--- src/core/acsm_pkg.sv ---
package acsm_pkg;
   // ****************************************
   // register map
   // ****************************************
   localparam logic [7:0] CTRL_OFS = 8'h00;
   localparam logic [7:0] SCALE_OFS = 8'h04;
   localparam logic [7:0] MON_OFS = 8'h08;
   localparam logic [7:0] STATUS_OFS = 8'h0c;
   localparam int SRC_LSB = 0;
   localparam int TYPE_LSB = 2;
   localparam int BIP_LSB = 4;
   localparam int ATMAP_BIT = 6;
   localparam int FILT_LSB = 8;
   localparam int MSEL_LSB = 0;
   localparam int GAIN_LSB = 8;
   localparam int MODE_LSB = 16;
   localparam logic [31:0] CTRL_RST = 32'h0000_0141;
   localparam logic [31:0] SCALE_RST = 32'h0000_0fff;
   localparam logic [31:0] MON_RST = 32'h0000_ff00;
   // ****************************************
   // codes and limits
   // ****************************************
   localparam logic [4:0] FILT_MIN = 5'h01;
   localparam logic [4:0] FILT_MAX = 5'h1e;
   localparam logic [1:0] SRC_ANALOG = 2'h1;
   localparam logic [1:0] TYPE_O2 = 2'h1;
   localparam logic [1:0] BIP_00 = 2'h0;
   localparam logic [1:0] BIP_01 = 2'h1;
   localparam logic [1:0] BIP_02 = 2'h2;
   localparam logic [2:0] MON_FREQ = 3'h0;
   localparam logic [2:0] MON_CUR = 3'h1;
   localparam logic [2:0] MON_TRQ = 3'h2;
   localparam logic [2:0] MON_FM = 3'h3;
   localparam logic [2:0] MON_VOLT = 3'h4;
   localparam logic [2:0] MON_PWR = 3'h5;
   localparam logic [2:0] MON_THERM = 3'h6;
   localparam logic [2:0] MODE_SLV = 3'h3;
   localparam logic [2:0] MODE_VEC = 3'h5;
   localparam logic [7:0] GAIN_FULL = 8'hff;
   localparam logic signed [13:0] CMD_MAX = 14'sh0fff;
   localparam logic [11:0] FULL_CODE = 12'hfff;
   localparam logic [1:0] RESP_OKAY = 2'h0;
   localparam logic [1:0] RESP_SLVERR = 2'h2;
   typedef enum logic [1:0] {SEL_O, SEL_OI, SEL_O2, SEL_SUM} acsm_sel_type;
endpackage : acsm_pkg

--- src/core/acsm_top.sv ---
// The AXI4-Lite interface to the registers and the register addresses are this design's own decisions.
`timescale 1ns/1ns
// ****************************************
// moving average filter
// ****************************************
module acsm_filter #(
   parameter int W = 13,
   parameter int DEPTH = 30
) (
   input wire logic sys_clk_i,
   input wire logic nrst_i,
   input wire logic sample_i,
   input wire logic [4:0] len_i,
   input wire logic signed [W-1:0] din_i,
   output logic signed [W-1:0] avg_o
);
   logic signed [W-1:0] hist_r [DEPTH];
   logic signed [W+5:0] sum_r;
   logic [4:0] len_r;
   logic signed [W+5:0] sum_nxt;
   always_comb
   begin
      sum_nxt = sum_r + W'(din_i) - hist_r[len_r - 5'h01];
   end
   always_ff @(posedge sys_clk_i or negedge nrst_i)
   begin
      if (!nrst_i)
      begin
         len_r <= 5'h01;
         sum_r <= '0;
         for (int i = 0; i < DEPTH; i++) hist_r[i] <= '0;
      end
      else if (len_i != len_r)
      begin
         len_r <= len_i;
         sum_r <= '0;
         for (int i = 0; i < DEPTH; i++) hist_r[i] <= '0;
      end
      else if (sample_i)
      begin
         sum_r <= sum_nxt;
         hist_r[0] <= din_i;
         for (int i = 1; i < DEPTH; i++) hist_r[i] <= hist_r[i-1];
      end
   end
   always_ff @(posedge sys_clk_i or negedge nrst_i)
   begin
      if (!nrst_i)
         avg_o <= '0;
      else
         avg_o <= W'(sum_r / $signed({1'b0, len_r}));
   end
endmodule : acsm_filter
// ****************************************
// top
// ****************************************
module acsm_top #(
   parameter int FM_ACC_W = 24
) (
   input wire logic sys_clk_i,
   input wire logic nrst_i,
   input wire logic [7:0] s_axi_awaddr,
   input wire logic s_axi_awvalid,
   output logic s_axi_awready,
   input wire logic [31:0] s_axi_wdata,
   input wire logic [3:0] s_axi_wstrb,
   input wire logic s_axi_wvalid,
   output logic s_axi_wready,
   output logic [1:0] s_axi_bresp,
   output logic s_axi_bvalid,
   input wire logic s_axi_bready,
   input wire logic [7:0] s_axi_araddr,
   input wire logic s_axi_arvalid,
   output logic s_axi_arready,
   output logic [31:0] s_axi_rdata,
   output logic [1:0] s_axi_rresp,
   output logic s_axi_rvalid,
   input wire logic s_axi_rready,
   input wire logic sample_i,
   input wire logic [11:0] voltage_input_i,
   input wire logic [11:0] current_command_input_i,
   input wire logic signed [11:0] bipolar_trim_input_i,
   input wire logic analog_type_select_input_i,
   input wire logic [11:0] out_freq_i,
   input wire logic [11:0] out_current_i,
   input wire logic [11:0] out_torque_i,
   input wire logic [11:0] out_voltage_i,
   input wire logic [11:0] in_power_i,
   input wire logic [11:0] thermal_load_i,
   input wire logic [11:0] lad_freq_i,
   output logic signed [13:0] freq_cmd_o,
   output logic forward_o,
   output logic reverse_o,
   output logic monitor_pulse_output_o
);
   logic [31:0] ctrl_r, scale_r, mon_r;
   logic [7:0] awaddr_r;
   logic [31:0] wdata_r;
   logic [3:0] wstrb_r;
   logic wr_go;
   logic [1:0] src, type_sel, bip_sel;
   logic atmap, o2mode, trim_en, bip;
   logic [4:0] filt;
   logic [2:0] msel, mode;
   logic [7:0] gain;
   acsm_pkg::acsm_sel_type main_sel;
   logic signed [12:0] v_f, c_f, t_f;
   logic [23:0] v_prod;
   logic signed [13:0] v_scaled, main_val, cmd_nxt;
   logic signed [14:0] total;
   logic [23:0] v_quot;
   logic [11:0] mon_q, duty_nxt, duty_r, pwm_cnt_r;
   logic [19:0] duty_prod;
   logic [FM_ACC_W-1:0] fm_acc_r;
   logic [31:0] wmask, status;
   assign src = ctrl_r[acsm_pkg::SRC_LSB +: 2];
   assign type_sel = ctrl_r[acsm_pkg::TYPE_LSB +: 2];
   assign bip_sel = ctrl_r[acsm_pkg::BIP_LSB +: 2];
   assign atmap = ctrl_r[acsm_pkg::ATMAP_BIT];
   assign filt = ctrl_r[acsm_pkg::FILT_LSB +: 5];
   assign msel = mon_r[acsm_pkg::MSEL_LSB +: 3];
   assign gain = mon_r[acsm_pkg::GAIN_LSB +: 8];
   assign mode = mon_r[acsm_pkg::MODE_LSB +: 3];
   // ****************************************
   // register bus
   // ****************************************
   always_comb
   begin
      for (int i = 0; i < 4; i++) wmask[8*i +: 8] = {8{wstrb_r[i]}};
   end
   always_ff @(posedge sys_clk_i or negedge nrst_i)
   begin
      if (!nrst_i)
      begin
         s_axi_awready <= 1'b1;
         s_axi_wready <= 1'b1;
         awaddr_r <= '0;
         wdata_r <= '0;
         wstrb_r <= '0;
         s_axi_bvalid <= 1'b0;
         s_axi_bresp <= acsm_pkg::RESP_OKAY;
      end
      else
      begin
         if (s_axi_awvalid && s_axi_awready)
         begin
            s_axi_awready <= 1'b0;
            awaddr_r <= s_axi_awaddr;
         end
         if (s_axi_wvalid && s_axi_wready)
         begin
            s_axi_wready <= 1'b0;
            wdata_r <= s_axi_wdata;
            wstrb_r <= s_axi_wstrb;
         end
         if (wr_go)
         begin
            s_axi_awready <= 1'b1;
            s_axi_wready <= 1'b1;
            s_axi_bvalid <= 1'b1;
            if (awaddr_r == acsm_pkg::CTRL_OFS ||
                awaddr_r == acsm_pkg::SCALE_OFS ||
                awaddr_r == acsm_pkg::MON_OFS)
               s_axi_bresp <= acsm_pkg::RESP_OKAY;
            else
               s_axi_bresp <= acsm_pkg::RESP_SLVERR;
         end
         else if (s_axi_bvalid && s_axi_bready)
            s_axi_bvalid <= 1'b0;
      end
   end
   // both halves of a write held and no answer pending
   assign wr_go = !s_axi_awready && !s_axi_wready && !s_axi_bvalid;
   always_ff @(posedge sys_clk_i or negedge nrst_i)
   begin
      if (!nrst_i)
      begin
         ctrl_r <= acsm_pkg::CTRL_RST;
         scale_r <= acsm_pkg::SCALE_RST;
         mon_r <= acsm_pkg::MON_RST;
      end
      else if (wr_go)
      begin
         if (awaddr_r == acsm_pkg::CTRL_OFS)
         begin
            ctrl_r <= (ctrl_r & ~wmask) | (wdata_r & wmask & 32'h0000_1f7f);
            if (wstrb_r[1] && wdata_r[12:8] < acsm_pkg::FILT_MIN)
               ctrl_r[acsm_pkg::FILT_LSB +: 5] <= acsm_pkg::FILT_MIN;
            else if (wstrb_r[1] && wdata_r[12:8] > acsm_pkg::FILT_MAX)
               ctrl_r[acsm_pkg::FILT_LSB +: 5] <= acsm_pkg::FILT_MAX;
         end
         else if (awaddr_r == acsm_pkg::SCALE_OFS)
         begin
            scale_r <= (scale_r & ~wmask) |
                       (wdata_r & wmask & 32'h0000_0fff);
            if (wstrb_r[1:0] != 2'h0 && (wdata_r[11:0] & wmask[11:0]) == 0 &&
                (scale_r[11:0] & ~wmask[11:0]) == 0)
               scale_r <= 32'h0000_0001;
         end
         else if (awaddr_r == acsm_pkg::MON_OFS)
            mon_r <= (mon_r & ~wmask) | (wdata_r & wmask & 32'h0007_ff07);
      end
   end
   assign status = {12'h000, main_sel, trim_en, bip, reverse_o, forward_o,
                    freq_cmd_o};
   always_ff @(posedge sys_clk_i or negedge nrst_i)
   begin
      if (!nrst_i)
      begin
         s_axi_arready <= 1'b1;
         s_axi_rvalid <= 1'b0;
         s_axi_rdata <= '0;
         s_axi_rresp <= acsm_pkg::RESP_OKAY;
      end
      else if (s_axi_arvalid && s_axi_arready)
      begin
         s_axi_arready <= 1'b0;
         s_axi_rvalid <= 1'b1;
         s_axi_rresp <= acsm_pkg::RESP_OKAY;
         if (s_axi_araddr == acsm_pkg::CTRL_OFS)
            s_axi_rdata <= ctrl_r;
         else if (s_axi_araddr == acsm_pkg::SCALE_OFS)
            s_axi_rdata <= scale_r;
         else if (s_axi_araddr == acsm_pkg::MON_OFS)
            s_axi_rdata <= mon_r;
         else if (s_axi_araddr == acsm_pkg::STATUS_OFS)
            s_axi_rdata <= status;
         else
         begin
            s_axi_rdata <= '0;
            s_axi_rresp <= acsm_pkg::RESP_SLVERR;
         end
      end
      else if (s_axi_rvalid && s_axi_rready)
      begin
         s_axi_rvalid <= 1'b0;
         s_axi_arready <= 1'b1;
      end
   end
   // ****************************************
   // input filters
   // ****************************************
   acsm_filter #(.W(13), .DEPTH(30)) u_filt_v (
      .sys_clk_i(sys_clk_i), .nrst_i(nrst_i), .sample_i(sample_i),
      .len_i(filt), .din_i($signed({1'b0, voltage_input_i})), .avg_o(v_f)
   );
   acsm_filter #(.W(13), .DEPTH(30)) u_filt_c (
      .sys_clk_i(sys_clk_i), .nrst_i(nrst_i), .sample_i(sample_i),
      .len_i(filt), .din_i($signed({1'b0, current_command_input_i})),
      .avg_o(c_f)
   );
   acsm_filter #(.W(13), .DEPTH(30)) u_filt_t (
      .sys_clk_i(sys_clk_i), .nrst_i(nrst_i), .sample_i(sample_i),
      .len_i(filt), .din_i(13'(bipolar_trim_input_i)), .avg_o(t_f)
   );
   // ****************************************
   // input selection
   // ****************************************
   always_comb
   begin
      o2mode = 1'b0;
      trim_en = 1'b0;
      bip = 1'b0;
      main_sel = acsm_pkg::SEL_O;
      if (!atmap)
      begin
         trim_en = (bip_sel == acsm_pkg::BIP_01 ||
                    bip_sel == acsm_pkg::BIP_02);
         bip = (bip_sel == acsm_pkg::BIP_00 ||
                bip_sel == acsm_pkg::BIP_02);
         if (bip_sel == acsm_pkg::BIP_00)
            main_sel = acsm_pkg::SEL_O2;
         else
            main_sel = acsm_pkg::SEL_SUM;
      end
      else
      begin
         o2mode = type_sel == acsm_pkg::TYPE_O2 &&
                  analog_type_select_input_i;
         if (o2mode)
         begin
            main_sel = acsm_pkg::SEL_O2;
            bip = 1'b1;
         end
         else
         begin
            main_sel = analog_type_select_input_i ? acsm_pkg::SEL_OI :
                       acsm_pkg::SEL_O;
            trim_en = (bip_sel == acsm_pkg::BIP_01 ||
                       bip_sel == acsm_pkg::BIP_02);
            bip = bip_sel == acsm_pkg::BIP_02;
         end
      end
   end
   always_comb
   begin
      v_prod = 24'(v_f[11:0]) * 24'(acsm_pkg::FULL_CODE);
      v_quot = v_prod / {12'h000, scale_r[11:0]};
      // clamp on the full quotient, small spans overflow 14 bits
      if (v_quot > 24'(acsm_pkg::CMD_MAX))
         v_scaled = acsm_pkg::CMD_MAX;
      else
         v_scaled = 14'(v_quot);
      case (main_sel)
         acsm_pkg::SEL_O: main_val = v_scaled;
         acsm_pkg::SEL_OI: main_val = 14'(c_f);
         acsm_pkg::SEL_O2: main_val = 14'(t_f) <<< 1;
         default: main_val = v_scaled + 14'(c_f);
      endcase
      total = 15'(main_val) + (trim_en ? 15'(t_f) <<< 1 : 15'sh0000);
      if (src != acsm_pkg::SRC_ANALOG)
         cmd_nxt = 14'sh0000;
      else if (!bip && total < 0)
         cmd_nxt = 14'sh0000;
      else if (total > acsm_pkg::CMD_MAX)
         cmd_nxt = acsm_pkg::CMD_MAX;
      else if (total < -acsm_pkg::CMD_MAX)
         cmd_nxt = -acsm_pkg::CMD_MAX;
      else
         cmd_nxt = 14'(total);
   end
   always_ff @(posedge sys_clk_i or negedge nrst_i)
   begin
      if (!nrst_i)
      begin
         freq_cmd_o <= '0;
         forward_o <= 1'b0;
         reverse_o <= 1'b0;
      end
      else
      begin
         freq_cmd_o <= cmd_nxt;
         forward_o <= cmd_nxt > 0;
         reverse_o <= cmd_nxt < 0;
      end
   end
   // ****************************************
   // monitor output
   // ****************************************
   always_comb
   begin
      case (msel)
         acsm_pkg::MON_CUR: mon_q = out_current_i;
         acsm_pkg::MON_TRQ: mon_q = (mode >= acsm_pkg::MODE_SLV &&
                                     mode <= acsm_pkg::MODE_VEC) ?
                                    out_torque_i : 12'h000;
         acsm_pkg::MON_VOLT: mon_q = out_voltage_i;
         acsm_pkg::MON_PWR: mon_q = in_power_i;
         acsm_pkg::MON_THERM: mon_q = thermal_load_i;
         acsm_pkg::MON_FREQ: mon_q = out_freq_i;
         acsm_pkg::MON_FM: mon_q = out_freq_i;
         default: mon_q = lad_freq_i;
      endcase
      duty_prod = mon_q * gain;
      duty_nxt = 12'(duty_prod / acsm_pkg::GAIN_FULL);
   end
   always_ff @(posedge sys_clk_i or negedge nrst_i)
   begin
      if (!nrst_i)
      begin
         duty_r <= '0;
         pwm_cnt_r <= '0;
         fm_acc_r <= '0;
      end
      else
      begin
         duty_r <= duty_nxt;
         pwm_cnt_r <= pwm_cnt_r + 12'h001;
         fm_acc_r <= fm_acc_r + FM_ACC_W'(out_freq_i);
      end
   end
   always_ff @(posedge sys_clk_i or negedge nrst_i)
   begin
      if (!nrst_i)
         monitor_pulse_output_o <= 1'b0;
      else if (msel == acsm_pkg::MON_FM)
         monitor_pulse_output_o <= fm_acc_r[FM_ACC_W-1];
      else
         monitor_pulse_output_o <= pwm_cnt_r < duty_r;
   end
endmodule : acsm_top

--- config.mk ---
export PLATFORM = sky130hd
export DESIGN_NAME = acsm_top
export DESIGN_NICKNAME = d
export VERILOG_FILES = /design/src/core/acsm_pkg.sv /design/src/core/acsm_top.sv
export SDC_FILE = /design/constraint.sdc
export NUM_CORES = 2
export LEC_CHECK = 0
export BUFFER_PORTS_ARGS = -buffer_cell sky130_fd_sc_hd__buf_2
export CAP_MARGIN = 25
export CORE_ASPECT_RATIO = 1.2
export CORE_UTILIZATION = 45
export DETAILED_ROUTE_END_ITERATION = 10
export PLACE_DENSITY = 0.67
export SYNTH_ARGS = -nofsm -noshare
export SYNTH_HDL_FRONTEND = slang
export SYNTH_SLANG_ARGS = --single-unit
--- constraint.sdc ---
create_clock -name sys_clk_i -period 66.8 [get_ports sys_clk_i]
set_input_delay 13.36 -clock sys_clk_i [delete_from_list [all_inputs] [get_ports sys_clk_i]]
set_output_delay 13.36 -clock sys_clk_i [all_outputs]
set_load 0.05 [all_outputs]
==> results.sh <==
export IMPL_synthFlopType="dfrtp_1"
export IMPL_cpPeakStageDelay_ns=0.65
export IMPL_first_pass_iters=6
export IMPL_period_needed_ns=63.29
export IMPL_cp_arrival_ns=63.96
export IMPL_start_util_pct=45.40
export IMPL_synth_cell_types=136
export IMPL_synth_warnings=0
export IMPL_first_iter_violations=5861
export IMPL_grtUsageTotal_pct=22.17
export IMPL_relSlewSlack_pct=9.055
export IMPL_timing_fmax_ghz=0.01580
export IMPL_yosysTopAreaCell="dfrtp_1"
export IMPL_ys_seq_elements=1420
export IMPL_ant_nets=0
export IMPL_ctsHoldBuffers=0
export IMPL_r2r_cells=318
export IMPL_drive_gt1_share_pct=12.76
export IMPL_run_status="finished clean"
export IMPL_worst_setup_path_type="reg -> reg"
export IMPL_min_to="fm_acc_r[17]$_DFF_PN0_"
export IMPL_grt_max_degree=274
export IMPL_post_route_util_pct=49.94
export IMPL_root_buffer="clkbuf_16"
export IMPL_hold_viol=0
export IMPL_max_cap_viol_count=0
export IMPL_cts_clk_slew_worst_paths_ns=0.06
export IMPL_r2r_start="u_filt_v.avg_o[0]$_DFF_PN0_"
export IMPL_grt_overflow=0
export IMPL_synth_top_cell_area_share_pct=30.92
export IMPL_crit_slowest_cell="fa_1"
export IMPL_clockBufferDepth=4
export IMPL_syn_to_final_growth_pct=10.01
export IMPL_end_kind="flip-flop"
export IMPL_hp_class="reg -> reg"
export IMPL_syn_mean_instance_area_um2=9.369
export IMPL_grt_pass1_wl_um=466700
export IMPL_post_place_ws_ns=-0.5526
export IMPL_slew_viol_final=0
export IMPL_async_reset_ff_share_pct=100.0
export IMPL_fin_crit_sh_pct=94.75
export IMPL_critical_path_max_fanout=22
export IMPL_synthTopCellsByArea="dfrtp_1 (31%), mux2i_1 (11%), ha_1 (7.8%), nor2_1 (5.8%), mux4_2 (5.7%)"
export IMPL_regToRegSetupSlack_ns=3.51
export IMPL_clock_sinks=1420
export IMPL_core_area_mm2=0.2480
export IMPL_start_kind="flip-flop"
export IMPL_synth_cells=12020
export IMPL_clock_latency_ns=0.84
export IMPL_dieWidth_um=458.6
export IMPL_synth_area_mm2=0.1126
export IMPL_fp_dieH_um=549.9
export IMPL_synth_edff_count=0
export IMPL_fin_nets=13110
export IMPL_setup_slack_ns=3.507
export IMPL_postRouteWirelength_um=287000
export IMPL_ys_seq_area_share_pct=31.60
export IMPL_htreeDepth=4
export IMPL_viasPerCell=5.863
export IMPL_tritoncts="built"
export IMPL_cts_buffers=162
export IMPL_fillCellCount=22530
export IMPL_hold_depth=1
export IMPL_min_from="fm_acc_r[17]$_DFF_PN0_"
export IMPL_numPortBuffers=223
export IMPL_setup_viol=0
export IMPL_globalplace_congestion=0.9044
export IMPL_drcViolationCount=0
export IMPL_antenna_found_initial=10
export IMPL_tightest_slew_ns=1.364
export IMPL_route_vias_total=90860
export IMPL_ios=239
export IMPL_row_count=200
export IMPL_dpl_hpwl_um=205500
export IMPL_grt_pass1_vias=90920
export IMPL_wl_per_cell_um=18.52
export IMPL_cp_required_ns=67.47
export IMPL_r2r_end="freq_cmd_o[7]$_DFF_PN0_"
export IMPL_dieArea_mm2=0.2522
export IMPL_crit_top_cell="o21a_1"
export IMPL_fin_skew_ns=0.08192
cells by family after synthesis:
| kind of cell | Yosys count | synth area share (%) |
|---|---|---|
| simple gates | 3977 | 16.41 |
| compound gates | 2351 | 14.30 |
| mux | 1770 | 19.19 |
| flops | 1420 | 31.60 |
| buf+inv | 1144 | 3.874 |
| fa+ha+maj | 885 | 10.99 |
| xor+xnor | 468 | 3.641 |
| other cells | 1 | 0.003331 |
flip-flops by register name, indices dropped and copies added, names as in the netlist, 19 cells and up, named ones only:
| signal | cells |
|---|---|
| fm_acc_r | 24 |
| u_filt_v.sum_r | 19 |
| u_filt_c.hist_r | 360 |
| u_filt_t.hist_r | 360 |
| ctrl_r | 25 |
| u_filt_v.hist_r | 360 |
| u_filt_c.sum_r | 19 |
| wdata_r | 19 |
| u_filt_t.sum_r | 19 |
| s_axi_rdata | 32 |
| scale_r | 32 |
cell type report:
cell class / count / area (um2) / area share, %
tap: 3333 / 4170 / 3.367
sequential: 1420 / 35580 / 28.73
clock inverter: 55 / 634.4 / 0.5122
multi-input combinational: 9454 / 73460 / 59.32
inverter: 575 / 2158 / 1.743
clock buffer: 226 / 4723 / 3.814
timing repair buffer: 432 / 3108 / 2.509
antenna: 3 / 7.507 / 0.006062
synthesized netlist by cell type, types with 29 or more instances:
| cell type | number |
|---|---|
| nand2_1 | 743 |
| ha_1 | 706 |
| buf_1 | 51 |
| nor2b_1 | 85 |
| o21bai_1 | 72 |
| nand4_1 | 66 |
| o31ai_1 | 135 |
| or3_1 | 70 |
| o21ai_0 | 413 |
| o21ai_1 | 34 |
| mux4_2 | 285 |
| nand3_1 | 187 |
| clkbuf_1 | 486 |
| nand2b_1 | 99 |
| a21o_1 | 128 |
| a211oi_1 | 68 |
| xnor2_1 | 337 |
| mux2_2 | 221 |
| o211ai_1 | 71 |
| o21a_1 | 293 |
| a21oi_1 | 497 |
| or4_1 | 30 |
| dfrtp_1 | 1391 |
| mux2i_1 | 1257 |
| dfstp_2 | 29 |
| and3_1 | 90 |
| or2_2 | 79 |
| xor2_1 | 131 |
| inv_1 | 569 |
| nor2_1 | 1753 |
| nor4_1 | 55 |
| o31a_1 | 30 |
| fa_1 | 175 |
| a31oi_1 | 117 |
| and2_1 | 192 |
| nor3_1 | 371 |
what timing repair did:
item | CTS | global route
pin swaps | 1 | 46
gates cloned | 0 | 2
endpoints found under the hold margin | 0 | 0
endpoints found under the setup margin | 15 | 15
setup buffers | 1 | 22
resized for setup | 8 | 154
critical path, delay by kind of cell (launching register included):
family / cells / cell delay (ns)
compound gates: 182 / 34.43
xor+xnor: 3 / 0.38
fa+ha+maj: 33 / 10.88
buf+inv: 18 / 2.09
flops: 1 / 0.47
mux: 5 / 1.56
simple gates: 77 / 13.17
worst max path at each step:
stage	slack (ns)	from	to	cells after the start
after global routing	-0.38	u_filt_v.avg_o[8]$_DFF_PN0_	freq_cmd_o[7]$_DFF_PN0_	327
after CTS	0.07	u_filt_v.avg_o[11]$_DFF_PN0_	freq_cmd_o[7]$_DFF_PN0_	323
after floorplan	0.03	u_filt_v.avg_o[3]$_DFF_PN0_	freq_cmd_o[10]$_DFF_PN0_	343
after global placement	0.29	u_filt_v.avg_o[3]$_DFF_PN0_	freq_cmd_o[9]$_DFF_PN0_	319
final	3.51	u_filt_v.avg_o[0]$_DFF_PN0_	freq_cmd_o[7]$_DFF_PN0_	318
after detailed placement	-0.55	u_filt_v.avg_o[11]$_DFF_PN0_	freq_cmd_o[11]$_DFF_PN0_	319
cells in the final DEF, fill, tap and decap left out, drive strengths merged, types with 140 or more instances in the layout:
cell / instances
nor2: 1756
dfrtp: 1391
mux2i: 1262
nand2: 743
ha: 706
inv: 582
a21oi: 498
o21ai: 448
buf: 432
nor3: 375
xnor2: 337
o21a: 294
mux4: 285
clkbuf: 226
mux2: 223
and2: 193
nand3: 189
fa: 175
o31ai: 140
routing by layer:
layer	routed length [um]	GRT usage, %	up-vias
li1	-	-	43410
met5	31	0	-
met4	9191	7.456	4
met3	11620	2.393	512
met1	124500	28.27	45020
met2	141700	38.92	1915
per-stage QoR:
| stage | setup TNS [ns] | cell area [um2] | hold WS (ns) | instances |
|---|---|---|---|---|
| global placement | 0 | 117300 | 0.4478 | 15180 |
| finish | 0 | 123800 | 0.4669 | 15500 |
| CTS | 0 | 122700 | 0.4687 | 15460 |
| floorplan | 0 | 112700 | 0.4337 | 12020 |
| global route | -4.231 | 123800 | 0.4800 | 15500 |
| detailed placement | -7.361 | 117300 | 0.4511 | 15180 |
Power is not shown: default switching activity piles up to over one toggle a cycle in this logic, so the estimate is an artifact.
